**config.mk**
```make
export PLATFORM = sky130hd
export DESIGN_NAME = ces_seq
export DESIGN_NICKNAME = d
export VERILOG_FILES = /design/src/inc/ces_pkg.sv /design/src/design/ces_seq.sv
export VERILOG_INCLUDE_DIRS = /design/src /design/src/inc
export SDC_FILE = /design/constraint.sdc
export NUM_CORES = 1
export LEC_CHECK = 0
export ABC_CLOCK_PERIOD_IN_PS = 5300
export BUFFER_PORTS_ARGS = -buffer_cell sky130_fd_sc_hd__clkbuf_2
export CORE_AREA = 2 2 201 203
export DETAILED_ROUTE_END_ITERATION = 10
export DIE_AREA = 0 0 203 205
export HOLD_SLACK_MARGIN = 0.06
export PLACE_DENSITY_LB_ADDON = 0.3
export SLEW_MARGIN = 20
export SYNTH_ARGS = -nofsm -noshare
export SYNTH_HDL_FRONTEND = slang
export SYNTH_SLANG_ARGS = --single-unit
```
**constraint.sdc**
```tcl
create_clock -name I_SYS_CLK -period 5.3 [get_ports I_SYS_CLK]
set_input_delay 0.795 -clock I_SYS_CLK [delete_from_list [all_inputs] [get_ports I_SYS_CLK]]
set_output_delay 0.795 -clock I_SYS_CLK [all_outputs]
set_load 0.05 [all_outputs]
```
**src/inc/ces_consts.svh**
```systemverilog
`ifndef CES_CONSTS_SVH
`define CES_CONSTS_SVH

// reset vector table slots (no base added)
`define CES_PO_PC_ADDR   32'h00000000
`define CES_PO_SP_ADDR   32'h00000004
`define CES_MR_PC_ADDR   32'h00000008
`define CES_MR_SP_ADDR   32'h0000000C

// vector numbers of the fixed sources
`define CES_VEC_GEN_ILL  8'h04
`define CES_VEC_SLOT_ILL 8'h06
`define CES_VEC_CPU_AERR 8'h09
`define CES_VEC_XFR_AERR 8'h0A
`define CES_VEC_NMI      8'h0B
`define CES_VEC_UBRK     8'h0C
`define CES_VEC_IRQ_BASE 8'h40

// interrupt source kinds from the interrupt controller
`define CES_INT_NMI      2'h0
`define CES_INT_UBRK     2'h1
`define CES_INT_LINE     2'h2
`define CES_INT_PERIPH   2'h3

// status word layout and reset values
`define CES_MASK_HI      7
`define CES_MASK_LO      4
`define CES_MASK_ALL     4'hF
`define CES_SW_RESET     32'h000000F0
`define CES_VBR_RESET    32'h00000000
`define CES_SP_STEP      32'h00000004

`endif

```
**src/inc/ces_pkg.sv**
```systemverilog
package ces_pkg;
    // sequencer steps
    typedef enum logic [2:0] {
        CES_IDLE,
        CES_RST_HOLD,
        CES_RD_PC,
        CES_RD_SP,
        CES_PUSH_SW,
        CES_PUSH_PC,
        CES_RD_VEC
    } ces_state_t;

    // whole state of the sequencer
    typedef struct packed {
        ces_state_t  st;
        logic [31:0] vector_base_reg;
        logic [31:0] sp;
        logic [31:0] sw;
        logic [31:0] pc;
        logic [31:0] addr;
        logic [31:0] wdata;
        logic [7:0]  vec;
        logic [3:0]  lvl;
        logic        kind_irq;
        logic        kind_rst;
        logic        kind_manual_reset_pin_n;
        logic        mreq;
        logic        mwe;
        logic        ctx_load;
        logic        int_ack;
        logic        periph_rst;
        logic        po_prev;
        logic        mr_prev;
        logic        pend_cpu_ae;
        logic        pend_xfr_ae;
        logic        pend_irq;
    } ces_regs_t;
endpackage

```
**src/design/ces_seq.sv**
```systemverilog
`timescale 1ns/100ps
`include "ces_consts.svh"

// Function
// - resets beat address errors, which beat interrupts, which beat instruction exceptions
// - trap beats general illegal, which beats slot illegal
// - power-on reset handling starts when its pin rises
// - manual reset starts when its pin rises while power-on pin high
// - address errors caught whenever signalled, interrupts caught at decode, both taken at instruction end
// - trap exception starts from executing the trap instruction
// - undefined opcode outside a delay slot gives general illegal
// - undefined or pc-changing opcode in delay slot gives slot illegal
// - power-on reset reads pc from 0 and sp from 4
// - manual reset reads pc from 8 and sp from C
// - reset clears the vector base register
// - reset sets the interrupt mask field to 1111
// - after reset, run from the fetched pc
// - other exceptions push status word and pc on the stack
// - interrupts write their level into the mask field
// - address error and instruction exceptions keep the mask field
// - then fetch handler address from vector table and run there
// - vector address is base plus four times vector; resets without base
// - power-on reset also resets peripherals; manual reset only the cpu
// - vectors: cpu aerr 9, transfer aerr 10, nmi 11, break 12, lines 64-71
module ces_seq
    import ces_pkg::*;
(
    // clock and reset
    input  wire logic        I_SYS_CLK,
    input  wire logic        I_RESETN,
    // reset pins
    input  wire logic        I_POWER_ON_RESET_PIN_N,
    input  wire logic        I_MANUAL_RESET_PIN_N,
    // pipeline state and events
    input  wire logic        I_INSTR_DONE,
    input  wire logic        I_DECODE_VALID,
    input  wire logic        I_DECODE_UNDEFINED,
    input  wire logic        I_DECODE_IN_SLOT,
    input  wire logic        I_DECODE_PC_MODIFY,
    input  wire logic        I_TRAP_EXEC,
    input  wire logic [7:0]  I_TRAP_VECTOR,
    input  wire logic [31:0] I_RETURN_PC,
    input  wire logic [31:0] I_CPU_STATUS_WORD,
    input  wire logic [31:0] I_STACK_POINTER_GPR,
    input  wire logic        I_VBR_WE,
    input  wire logic [31:0] I_VBR_WDATA,
    // address error sources
    input  wire logic        I_CPU_ADDR_ERR,
    input  wire logic        I_XFER_ADDR_ERR,
    // interrupt controller
    input  wire logic        I_INT_REQ,
    input  wire logic [1:0]  I_INT_KIND,
    input  wire logic [2:0]  I_INT_LINE,
    input  wire logic [7:0]  I_INT_PERIPH_VEC,
    input  wire logic [3:0]  I_INT_LEVEL,
    output logic             O_INT_ACK,
    // memory bus
    output logic             O_MEM_REQ,
    output logic             O_MEM_WE,
    output logic [31:0]      O_MEM_ADDR,
    output logic [31:0]      O_MEM_WDATA,
    input  wire logic        I_MEM_ACK,
    input  wire logic [31:0] I_MEM_RDATA,
    // context handed back to the core
    output logic             O_BUSY,
    output logic             O_CPU_INIT,
    output logic             O_PERIPH_RESET,
    output logic             O_CTX_LOAD,
    output logic [31:0]      O_NEW_PC,
    output logic [31:0]      O_NEW_SP,
    output logic [31:0]      O_CPU_STATUS_WORD,
    output logic [31:0]      O_VECTOR_BASE_REG
);

    ces_regs_t   q;
    ces_regs_t   d;
    logic [7:0]  int_vec;
    logic [31:0] vec_off;
    logic        po_rise;
    logic        mr_rise;
    logic        take;

    // pin edges; pins count as synchronous here
    assign po_rise = !q.po_prev && I_POWER_ON_RESET_PIN_N;
    assign mr_rise = !q.mr_prev && I_MANUAL_RESET_PIN_N && I_POWER_ON_RESET_PIN_N;

    always_comb begin
        case (I_INT_KIND)
            `CES_INT_NMI:  int_vec = `CES_VEC_NMI;
            `CES_INT_UBRK: int_vec = `CES_VEC_UBRK;
            `CES_INT_LINE: int_vec = `CES_VEC_IRQ_BASE | {5'h00, I_INT_LINE};
            default:       int_vec = I_INT_PERIPH_VEC;
        endcase
    end

    // offset is four times the vector
    assign vec_off = {22'h000000, q.vec, 2'h0};

    // next state; clears come before sets so a new event is never lost
    always_comb begin
        d = q;
        d.ctx_load = 1'b0;
        d.int_ack = 1'b0;
        d.po_prev = I_POWER_ON_RESET_PIN_N;
        d.mr_prev = I_MANUAL_RESET_PIN_N;
        // explicit take flag; a repeat of the same vector must still be taken
        take = 1'b0;
        case (q.st)
            CES_IDLE: begin
                if ((q.pend_cpu_ae || q.pend_xfr_ae) && I_INSTR_DONE) begin
                    d.vec = q.pend_cpu_ae ? `CES_VEC_CPU_AERR : `CES_VEC_XFR_AERR;
                    if (q.pend_cpu_ae) begin
                        d.pend_cpu_ae = 1'b0;
                    end else begin
                        d.pend_xfr_ae = 1'b0;
                    end
                    d.kind_irq = 1'b0;
                    take = 1'b1;
                end else if (q.pend_irq && I_INT_REQ && I_INSTR_DONE) begin
                    d.vec = int_vec;
                    d.lvl = I_INT_LEVEL;
                    d.pend_irq = 1'b0;
                    d.int_ack = 1'b1;
                    d.kind_irq = 1'b1;
                    take = 1'b1;
                end else if (I_TRAP_EXEC) begin
                    d.vec = I_TRAP_VECTOR;
                    d.kind_irq = 1'b0;
                    take = 1'b1;
                end else if (I_DECODE_VALID && I_DECODE_UNDEFINED && !I_DECODE_IN_SLOT) begin
                    d.vec = `CES_VEC_GEN_ILL;
                    d.kind_irq = 1'b0;
                    take = 1'b1;
                end else if (I_DECODE_VALID && I_DECODE_IN_SLOT
                             && (I_DECODE_UNDEFINED || I_DECODE_PC_MODIFY)) begin
                    d.vec = `CES_VEC_SLOT_ILL;
                    d.kind_irq = 1'b0;
                    take = 1'b1;
                end
                if (take) begin
                    // first push is the status word at sp-4
                    d.kind_rst = 1'b0;
                    d.sw = I_CPU_STATUS_WORD;
                    d.pc = I_RETURN_PC;
                    d.sp = I_STACK_POINTER_GPR - `CES_SP_STEP;
                    d.addr = I_STACK_POINTER_GPR - `CES_SP_STEP;
                    d.wdata = I_CPU_STATUS_WORD;
                    d.mreq = 1'b1;
                    d.mwe = 1'b1;
                    d.st = CES_PUSH_SW;
                end
            end
            CES_PUSH_SW: begin
                if (I_MEM_ACK) begin
                    d.sp = q.sp - `CES_SP_STEP;
                    d.addr = q.sp - `CES_SP_STEP;
                    d.wdata = q.pc;
                    d.st = CES_PUSH_PC;
                end
            end
            CES_PUSH_PC: begin
                if (I_MEM_ACK) begin
                    d.mwe = 1'b0;
                    d.addr = q.vector_base_reg + vec_off;
                    d.st = CES_RD_VEC;
                end
            end
            CES_RD_VEC: begin
                if (I_MEM_ACK) begin
                    d.mreq = 1'b0;
                    d.pc = I_MEM_RDATA;
                    if (q.kind_irq) begin
                        d.sw[`CES_MASK_HI:`CES_MASK_LO] = q.lvl;
                    end
                    d.ctx_load = 1'b1;
                    d.st = CES_IDLE;
                end
            end
            CES_RD_PC: begin
                // sp slot follows the pc slot
                if (I_MEM_ACK) begin
                    d.pc = I_MEM_RDATA;
                    d.addr = q.kind_manual_reset_pin_n ? `CES_MR_SP_ADDR : `CES_PO_SP_ADDR;
                    d.st = CES_RD_SP;
                end
            end
            CES_RD_SP: begin
                if (I_MEM_ACK) begin
                    d.mreq = 1'b0;
                    d.sp = I_MEM_RDATA;
                    d.vector_base_reg = `CES_VBR_RESET;
                    d.sw = `CES_SW_RESET;
                    d.ctx_load = 1'b1;
                    d.st = CES_IDLE;
                end
            end
            CES_RST_HOLD: begin
                d.mreq = 1'b0;
                d.mwe = 1'b0;
            end
            default: begin
                d.st = CES_RST_HOLD;
            end
        endcase
        if (I_CPU_ADDR_ERR) begin
            d.pend_cpu_ae = 1'b1;
        end
        if (I_XFER_ADDR_ERR) begin
            d.pend_xfr_ae = 1'b1;
        end
        if (I_DECODE_VALID && I_INT_REQ) begin
            d.pend_irq = 1'b1;
        end
        if (I_VBR_WE && q.st == CES_IDLE) begin
            d.vector_base_reg = I_VBR_WDATA;
        end
        // resets override the step, bus, pending events and strobes but not a same-cycle base write; peripherals only on power-on
        if (!I_POWER_ON_RESET_PIN_N || (!I_MANUAL_RESET_PIN_N && !po_rise)) begin
            d.st = CES_RST_HOLD;
            d.periph_rst = !I_POWER_ON_RESET_PIN_N;
            d.mreq = 1'b0;
            d.mwe = 1'b0;
            d.pend_cpu_ae = 1'b0;
            d.pend_xfr_ae = 1'b0;
            d.pend_irq = 1'b0;
            d.ctx_load = 1'b0;
            d.int_ack = 1'b0;
        // start fetch on the rising pin
        end else if (po_rise || mr_rise) begin
            d.st = CES_RD_PC;
            d.periph_rst = 1'b0;
            d.kind_rst = 1'b1;
            d.kind_irq = 1'b0;
            d.kind_manual_reset_pin_n = !po_rise;
            d.addr = po_rise ? `CES_PO_PC_ADDR : `CES_MR_PC_ADDR;
            d.mreq = 1'b1;
            d.mwe = 1'b0;
            d.pend_cpu_ae = 1'b0;
            d.pend_xfr_ae = 1'b0;
            d.pend_irq = 1'b0;
            d.ctx_load = 1'b0;
            d.int_ack = 1'b0;
        end
    end

    // state register; comes up holding as if in power-on reset
    always_ff @(posedge I_SYS_CLK or negedge I_RESETN) begin
        if (!I_RESETN) begin
            q <= '{st: CES_RST_HOLD, vector_base_reg: `CES_VBR_RESET, sw: `CES_SW_RESET,
                   periph_rst: 1'b1, default: '0};
        end else begin
            q <= d;
        end
    end

    // outputs
    assign O_INT_ACK = q.int_ack;
    assign O_MEM_REQ = q.mreq;
    assign O_MEM_WE = q.mwe;
    assign O_MEM_ADDR = q.addr;
    assign O_MEM_WDATA = q.wdata;
    assign O_BUSY = q.st != CES_IDLE;
    assign O_CPU_INIT = q.st == CES_RST_HOLD;
    assign O_PERIPH_RESET = q.periph_rst;
    assign O_CTX_LOAD = q.ctx_load;
    assign O_NEW_PC = q.pc;
    assign O_NEW_SP = q.sp;
    assign O_CPU_STATUS_WORD = q.sw;
    assign O_VECTOR_BASE_REG = q.vector_base_reg;

    // checks; a stalled bus makes timing unbounded, so relations are tied to acks
    property p_po_start;
        @(posedge I_SYS_CLK) disable iff (!I_RESETN)
        po_rise |=> O_MEM_REQ && !O_MEM_WE && O_MEM_ADDR == `CES_PO_PC_ADDR;
    endproperty
    a_po_start: assert property (p_po_start) else $error("power-on fetch not at pc slot");

    property p_mr_start;
        @(posedge I_SYS_CLK) disable iff (!I_RESETN)
        (mr_rise && q.po_prev) |=> O_MEM_ADDR == `CES_MR_PC_ADDR && q.st == CES_RD_PC;
    endproperty
    a_mr_start: assert property (p_mr_start) else $error("manual reset fetch wrong");

    property p_rst_ctx;
        @(posedge I_SYS_CLK) disable iff (!I_RESETN)
        (q.st == CES_RD_SP && I_MEM_ACK && I_POWER_ON_RESET_PIN_N && I_MANUAL_RESET_PIN_N)
        |=> O_CTX_LOAD && O_VECTOR_BASE_REG == `CES_VBR_RESET
            && O_CPU_STATUS_WORD[`CES_MASK_HI:`CES_MASK_LO] == `CES_MASK_ALL
            && O_NEW_SP == $past(I_MEM_RDATA);
    endproperty
    a_rst_ctx: assert property (p_rst_ctx) else $error("reset context wrong");

    property p_push;
        @(posedge I_SYS_CLK) disable iff (!I_RESETN)
        $rose(O_MEM_WE)
        |-> O_MEM_ADDR == $past(I_STACK_POINTER_GPR) - `CES_SP_STEP
            && O_MEM_WDATA == $past(I_CPU_STATUS_WORD);
    endproperty
    a_push: assert property (p_push) else $error("status push wrong");

    property p_irq_mask;
        @(posedge I_SYS_CLK) disable iff (!I_RESETN)
        (O_CTX_LOAD && !q.kind_rst && q.kind_irq)
        |-> O_CPU_STATUS_WORD[`CES_MASK_HI:`CES_MASK_LO] == q.lvl;
    endproperty
    a_irq_mask: assert property (p_irq_mask) else $error("interrupt level not in mask");

    property p_keep_mask;
        @(posedge I_SYS_CLK) disable iff (!I_RESETN)
        (q.st == CES_RD_VEC && I_MEM_ACK && !q.kind_irq && I_POWER_ON_RESET_PIN_N
         && I_MANUAL_RESET_PIN_N)
        |=> O_CPU_STATUS_WORD == $past(q.sw) && O_NEW_PC == $past(I_MEM_RDATA);
    endproperty
    a_keep_mask: assert property (p_keep_mask) else $error("mask changed on exception");

    property p_vec_addr;
        @(posedge I_SYS_CLK) disable iff (!I_RESETN)
        (q.st == CES_RD_VEC) |-> O_MEM_ADDR == q.vector_base_reg + {22'h000000, q.vec, 2'h0};
    endproperty
    a_vec_addr: assert property (p_vec_addr) else $error("vector address wrong");

    property p_rank;
        @(posedge I_SYS_CLK) disable iff (!I_RESETN)
        (q.st == CES_IDLE && q.pend_cpu_ae && I_INSTR_DONE && I_TRAP_EXEC
         && I_POWER_ON_RESET_PIN_N && I_MANUAL_RESET_PIN_N && q.mr_prev)
        |=> q.vec == `CES_VEC_CPU_AERR;
    endproperty
    a_rank: assert property (p_rank) else $error("address error lost to trap");

    property p_trap_rank;
        @(posedge I_SYS_CLK) disable iff (!I_RESETN)
        (q.st == CES_IDLE && !q.pend_cpu_ae && !q.pend_xfr_ae && !q.pend_irq && I_TRAP_EXEC
         && I_POWER_ON_RESET_PIN_N && I_MANUAL_RESET_PIN_N && q.mr_prev)
        |=> q.vec == $past(I_TRAP_VECTOR) && q.st == CES_PUSH_SW;
    endproperty
    a_trap_rank: assert property (p_trap_rank) else $error("trap not taken first");

    property p_boundary;
        @(posedge I_SYS_CLK) disable iff (!I_RESETN)
        O_INT_ACK |-> $past(I_INSTR_DONE) && $past(q.st) == CES_IDLE;
    endproperty
    a_boundary: assert property (p_boundary) else $error("interrupt taken mid instruction");

    property p_periph;
        @(posedge I_SYS_CLK) disable iff (!I_RESETN)
        (!I_MANUAL_RESET_PIN_N && I_POWER_ON_RESET_PIN_N && q.po_prev) |=> !O_PERIPH_RESET;
    endproperty
    a_periph: assert property (p_periph) else $error("manual reset hit peripherals");

    c_po_done: cover property (@(posedge I_SYS_CLK) q.st == CES_RD_SP && I_MEM_ACK);
    c_irq_take: cover property (@(posedge I_SYS_CLK) O_INT_ACK);
    c_slot: cover property (@(posedge I_SYS_CLK) q.st == CES_PUSH_SW && q.vec == `CES_VEC_SLOT_ILL);
    c_handler: cover property (@(posedge I_SYS_CLK) O_CTX_LOAD && !q.kind_rst);

endmodule

```
==> metrics.md <==
| Metric | Value |
|---|---|
| Die X | between 200 and 250 µm |
| Initial antenna violation count | 2 |
| Combinational Power Share | 37.2% |
| Maxcap violations | 0 |
| Yosys warnings | 0 |
| N_diodes | 0 |
| Lkg Pwr | ~7.2 nW |
| Int Pwr | approximately 3.7 mW |
| Setup violators final | 0 |
| Crit start category | register |
| Post-synth EDFFs | 0 |
| Post-CTS Hold Fix Bufs | 0 |
| Layout Skew | slightly below 0.02 ns |
| Clock-pin slew on the worst setup and hold paths | approximately 0.06 ns |
| Placed Area | 14,700 µm² |
| ANT nets after route | 0 |
| Storage cell area | roughly 5500 µm² |
| Input/output buffers | 398 |
| Synth async-reset ratio | 100% |
| Max IR drop VDD | roughly 0.00025 V |
| # IOs | approximately 400 |
| Status | complete, no violations |
| Iteration-0 DRC Markers | approximately 960 |
| Synth area leader | dfrtp_1 |
| Post-route cell area | 15,700 µm² |
| Post-CTS Setup Bufs | 0 |
| Total track usage | a little under a quarter |
| Kind of critical path | reg2reg |
| Clock power frac | between 20% and 30% |
| Vias/cell | between 5 and 6 |
| Initial core utilization | roughly a third |
| Crit path time final | about 3.5 ns |
| Top_reg_cell synth | dfrtp_1 |
| Total chip power | 6.69 mW |
| Largest net degree at the start of global routing | 98 |
| CTS root buf | clkbuf_16 |
| # H-tree levels | 1 |
| Avg WL per Cell | between 20 and 25 µm |
| Final hold viol count | 0 |
| Core area | a little under 40,000 µm² |
| Worst hold-check path type | in2async |
| Row cnt | 73 |
| Setup crit end kind | register |
| CTS-repair resized insts | 0 |
| RSZ-0062 raised after global routing | false |
| CP Max Fanout | 24 |
| Sequential power share | a little over a third |
| Pwr dens | 428 nW/µm² |
| Vias in the first global route | about 12,000 |
| Nets | 1,971 |
| Syn_nets | approximately 1,800 |
| Final global-route overflow total | 0 |
| Seq cells post-synth | about 220 |
| Clock sink total | 219 |
| Top cells by area, synth | dfrtp_1, buf_4, nand2_1, o21ai_0, a22oi_1 |
| Post-Route Setup TNS | 0 ns |
| Achievable Freq | about 0.29 GHz |
| Final Core Density | between 30% and 40% |
| Area Growth Syn to Fin | 14.5% |
| Worst EP arrival | a little under 4 ns |
| Yosys cell types | between 70 and 80 |
| Relative slew slack | ~18% |
| Fillers | between 4,000 and 5,000 |
| Crit path required time | between 5 and 6 ns |
| DRC | 0 |
| Total Die Area | 41,600 µm² |
| CTS Buf Count | 28 |
| Synthesized netlist cell count | about 1,600 |
| Sequential area share after synthesis | about two fifths |
| Synthesized area | approximately 14,000 µm² |
| Placer Congestion | slightly above 0.9 |
| Wire length of the first global-routing pass | between 70 and 80 mm |
| Slew Limit Fails | 0 |
| Worst-Skew Late Latency | around 0.56 ns |
| Net Sw Power | between 3 and 4 mW |
| DRT Pass-1 Iters | 5 |
| Slew at the pin with the worst max-slew slack | approximately 1.2 ns |
| Switch share | 44.9% |
| CTS max path bufs | 3 |
| Multi-input gate area | approximately 6300 µm² |
| Yosys top cell area share | around two fifths |
| Share of layout cells above drive strength 1 | between 20% and 30% |
| Drt total wl | between 50 and 60 mm |
| Period utilization | approximately two thirds |
| TritonCTS clock tree | built |
| Die height | a little over 200 µm |
| DP HPWL | 39.3 mm |
| Hold_ws | between 0.2 and 0.25 ns |
| Via count | 12,652 |
| Syn avg cell area | 8.56 µm² |
## flip-flops by register name (all words and copies together) (netlist names)
name and flops:
O_NEW_SP 32, O_INT_ACK 1, O_PERIPH_RESET 1, O_MEM_WE 1
q 22, O_CTX_LOAD 1, O_VECTOR_BASE_REG 32, O_NEW_PC 32
O_MEM_ADDR 32, O_MEM_REQ 1, O_CPU_STATUS_WORD 32, O_MEM_WDATA 32
## final timing paths
kind,from,endpoint,slack (ns),cells past startpoint
max,q[217],O_NEW_SP[20],1.81,7
min,I_RESETN,q[19],0.22,1
max reg2reg,q[217],O_NEW_SP[20],1.81,7
min reg2reg,O_MEM_WDATA[18],O_MEM_WDATA[18],0.47,2
max in group asynchronous,I_RESETN,O_MEM_ADDR[22],3.94,2
min in group I_SYS_CLK,I_MANUAL_RESET_PIN_N,q[3],0.41,1
## placed cells by master, fill, tap and decap left out, drive strengths merged, types with 6 or more instances in the layout
cell      instances
clkbuf          435
nand2           229
dfrtp           213
o21ai           130
nor2            125
a21oi            89
a22oi            76
nor3             40
xor2             39
a22o             33
inv              30
a31oi            26
buf              24
nand3            23
nor4             23
xnor2            18
o31ai            17
a221oi           16
a222oi           15
or3              15
nand4            10
a21o             10
ha               10
o31a              8
nand2b            7
o221ai            7
clkinv            7
dfstp             6
mux2              6
clkinvlp          6
## power groups by stage
stage / sequential [mW] / combinational, mW / clock [mW]
2_1_floorplan: 2.23 / 2.24 / 0
3_3_place_gp: 2.35 / 2.47 / 0
3_5_place_dp: 2.36 / 2.48 / 0
4_1_cts: 2.33 / 2.49 / 1.91
5_1_grt: 2.38 / 2.64 / 1.97
6_report: 2.34 / 2.49 / 1.87
## critical path, cell delays in order (launching register included)
cell and delay [ns]:
dfstp_2 0.82, clkinv_1 0.60, nor2_2 0.73, buf_4 0.39
nor3_2 0.06, buf_4 0.28, a222oi_1 0.34, a21oi_1 0.11
## routing by layer
metal / up-vias / track usage [%] / part of all wire, %
met2: 550 / 37.4 / 46
met5: - / 0 / 0.045
met1: 6136 / 31.7 / 43
met4: 4 / 7.56 / 2.9
met3: 86 / 5.14 / 8.0
li1: 5876 / - / -
## cells in the mapped netlist, types with 4 or more instances
master	count
a2111oi_0	4
nor2b_1	5
mux2i_1	4
a22oi_1	76
a222oi_1	15
dfrtp_1	213
and4_1	4
o221ai_1	7
mux2_2	6
nand2b_1	7
buf_2	12
o31ai_1	17
and3_1	5
ha_1	10
or3_1	13
o31a_1	8
dfstp_2	6
a22o_1	33
buf_4	192
o21ai_0	129
nor4_2	5
nand4_1	10
nor4_1	18
a2bb2oi_1	5
a21oi_1	89
nand3_1	23
xnor2_1	18
a21o_1	10
clkbuf_1	78
a31oi_1	26
nand2_1	229
inv_1	29
xor2_1	39
a211oi_1	4
nor2_1	125
nor3_1	36
nor3b_1	5
a221oi_1	15
buf_1	5
## final cells by class
cell class | instances | area share [%]
clock buffers | 38 | 5.30
multi-input cells | 1059 | 40.2
inverters | 31 | 0.743
repair buffers | 421 | 14.0
well taps | 525 | 4.20
clock inverters | 12 | 0.504
flip-flops and latches | 219 | 35.1
## cells by family (layout without fill, tap and decap cells)
group / count (synthesis) / after routing / synth area share, %
mux: 10 / 10 / 0.787
fa+ha+maj: 11 / 11 / 1.06
xor+xnor: 57 / 57 / 3.65
buf+inv: 319 / 502 / 14.2
compound gates: 471 / 471 / 23.0
simple gates: 510 / 510 / 17.1
flops: 219 / 219 / 40.2
## metrics by stage
| stage | instances | setup slack [ns] |
|---|---|---|
| finish | 2305 | 1.81 |
| global route | 2305 | 1.58 |
| floorplan | 1597 | 2.69 |
| CTS | 2305 | 1.86 |
| detailed placement | 2255 | 1.79 |
| global placement | 2255 | 1.77 |
No activity file was read; power rests on OpenSTA's default activity.
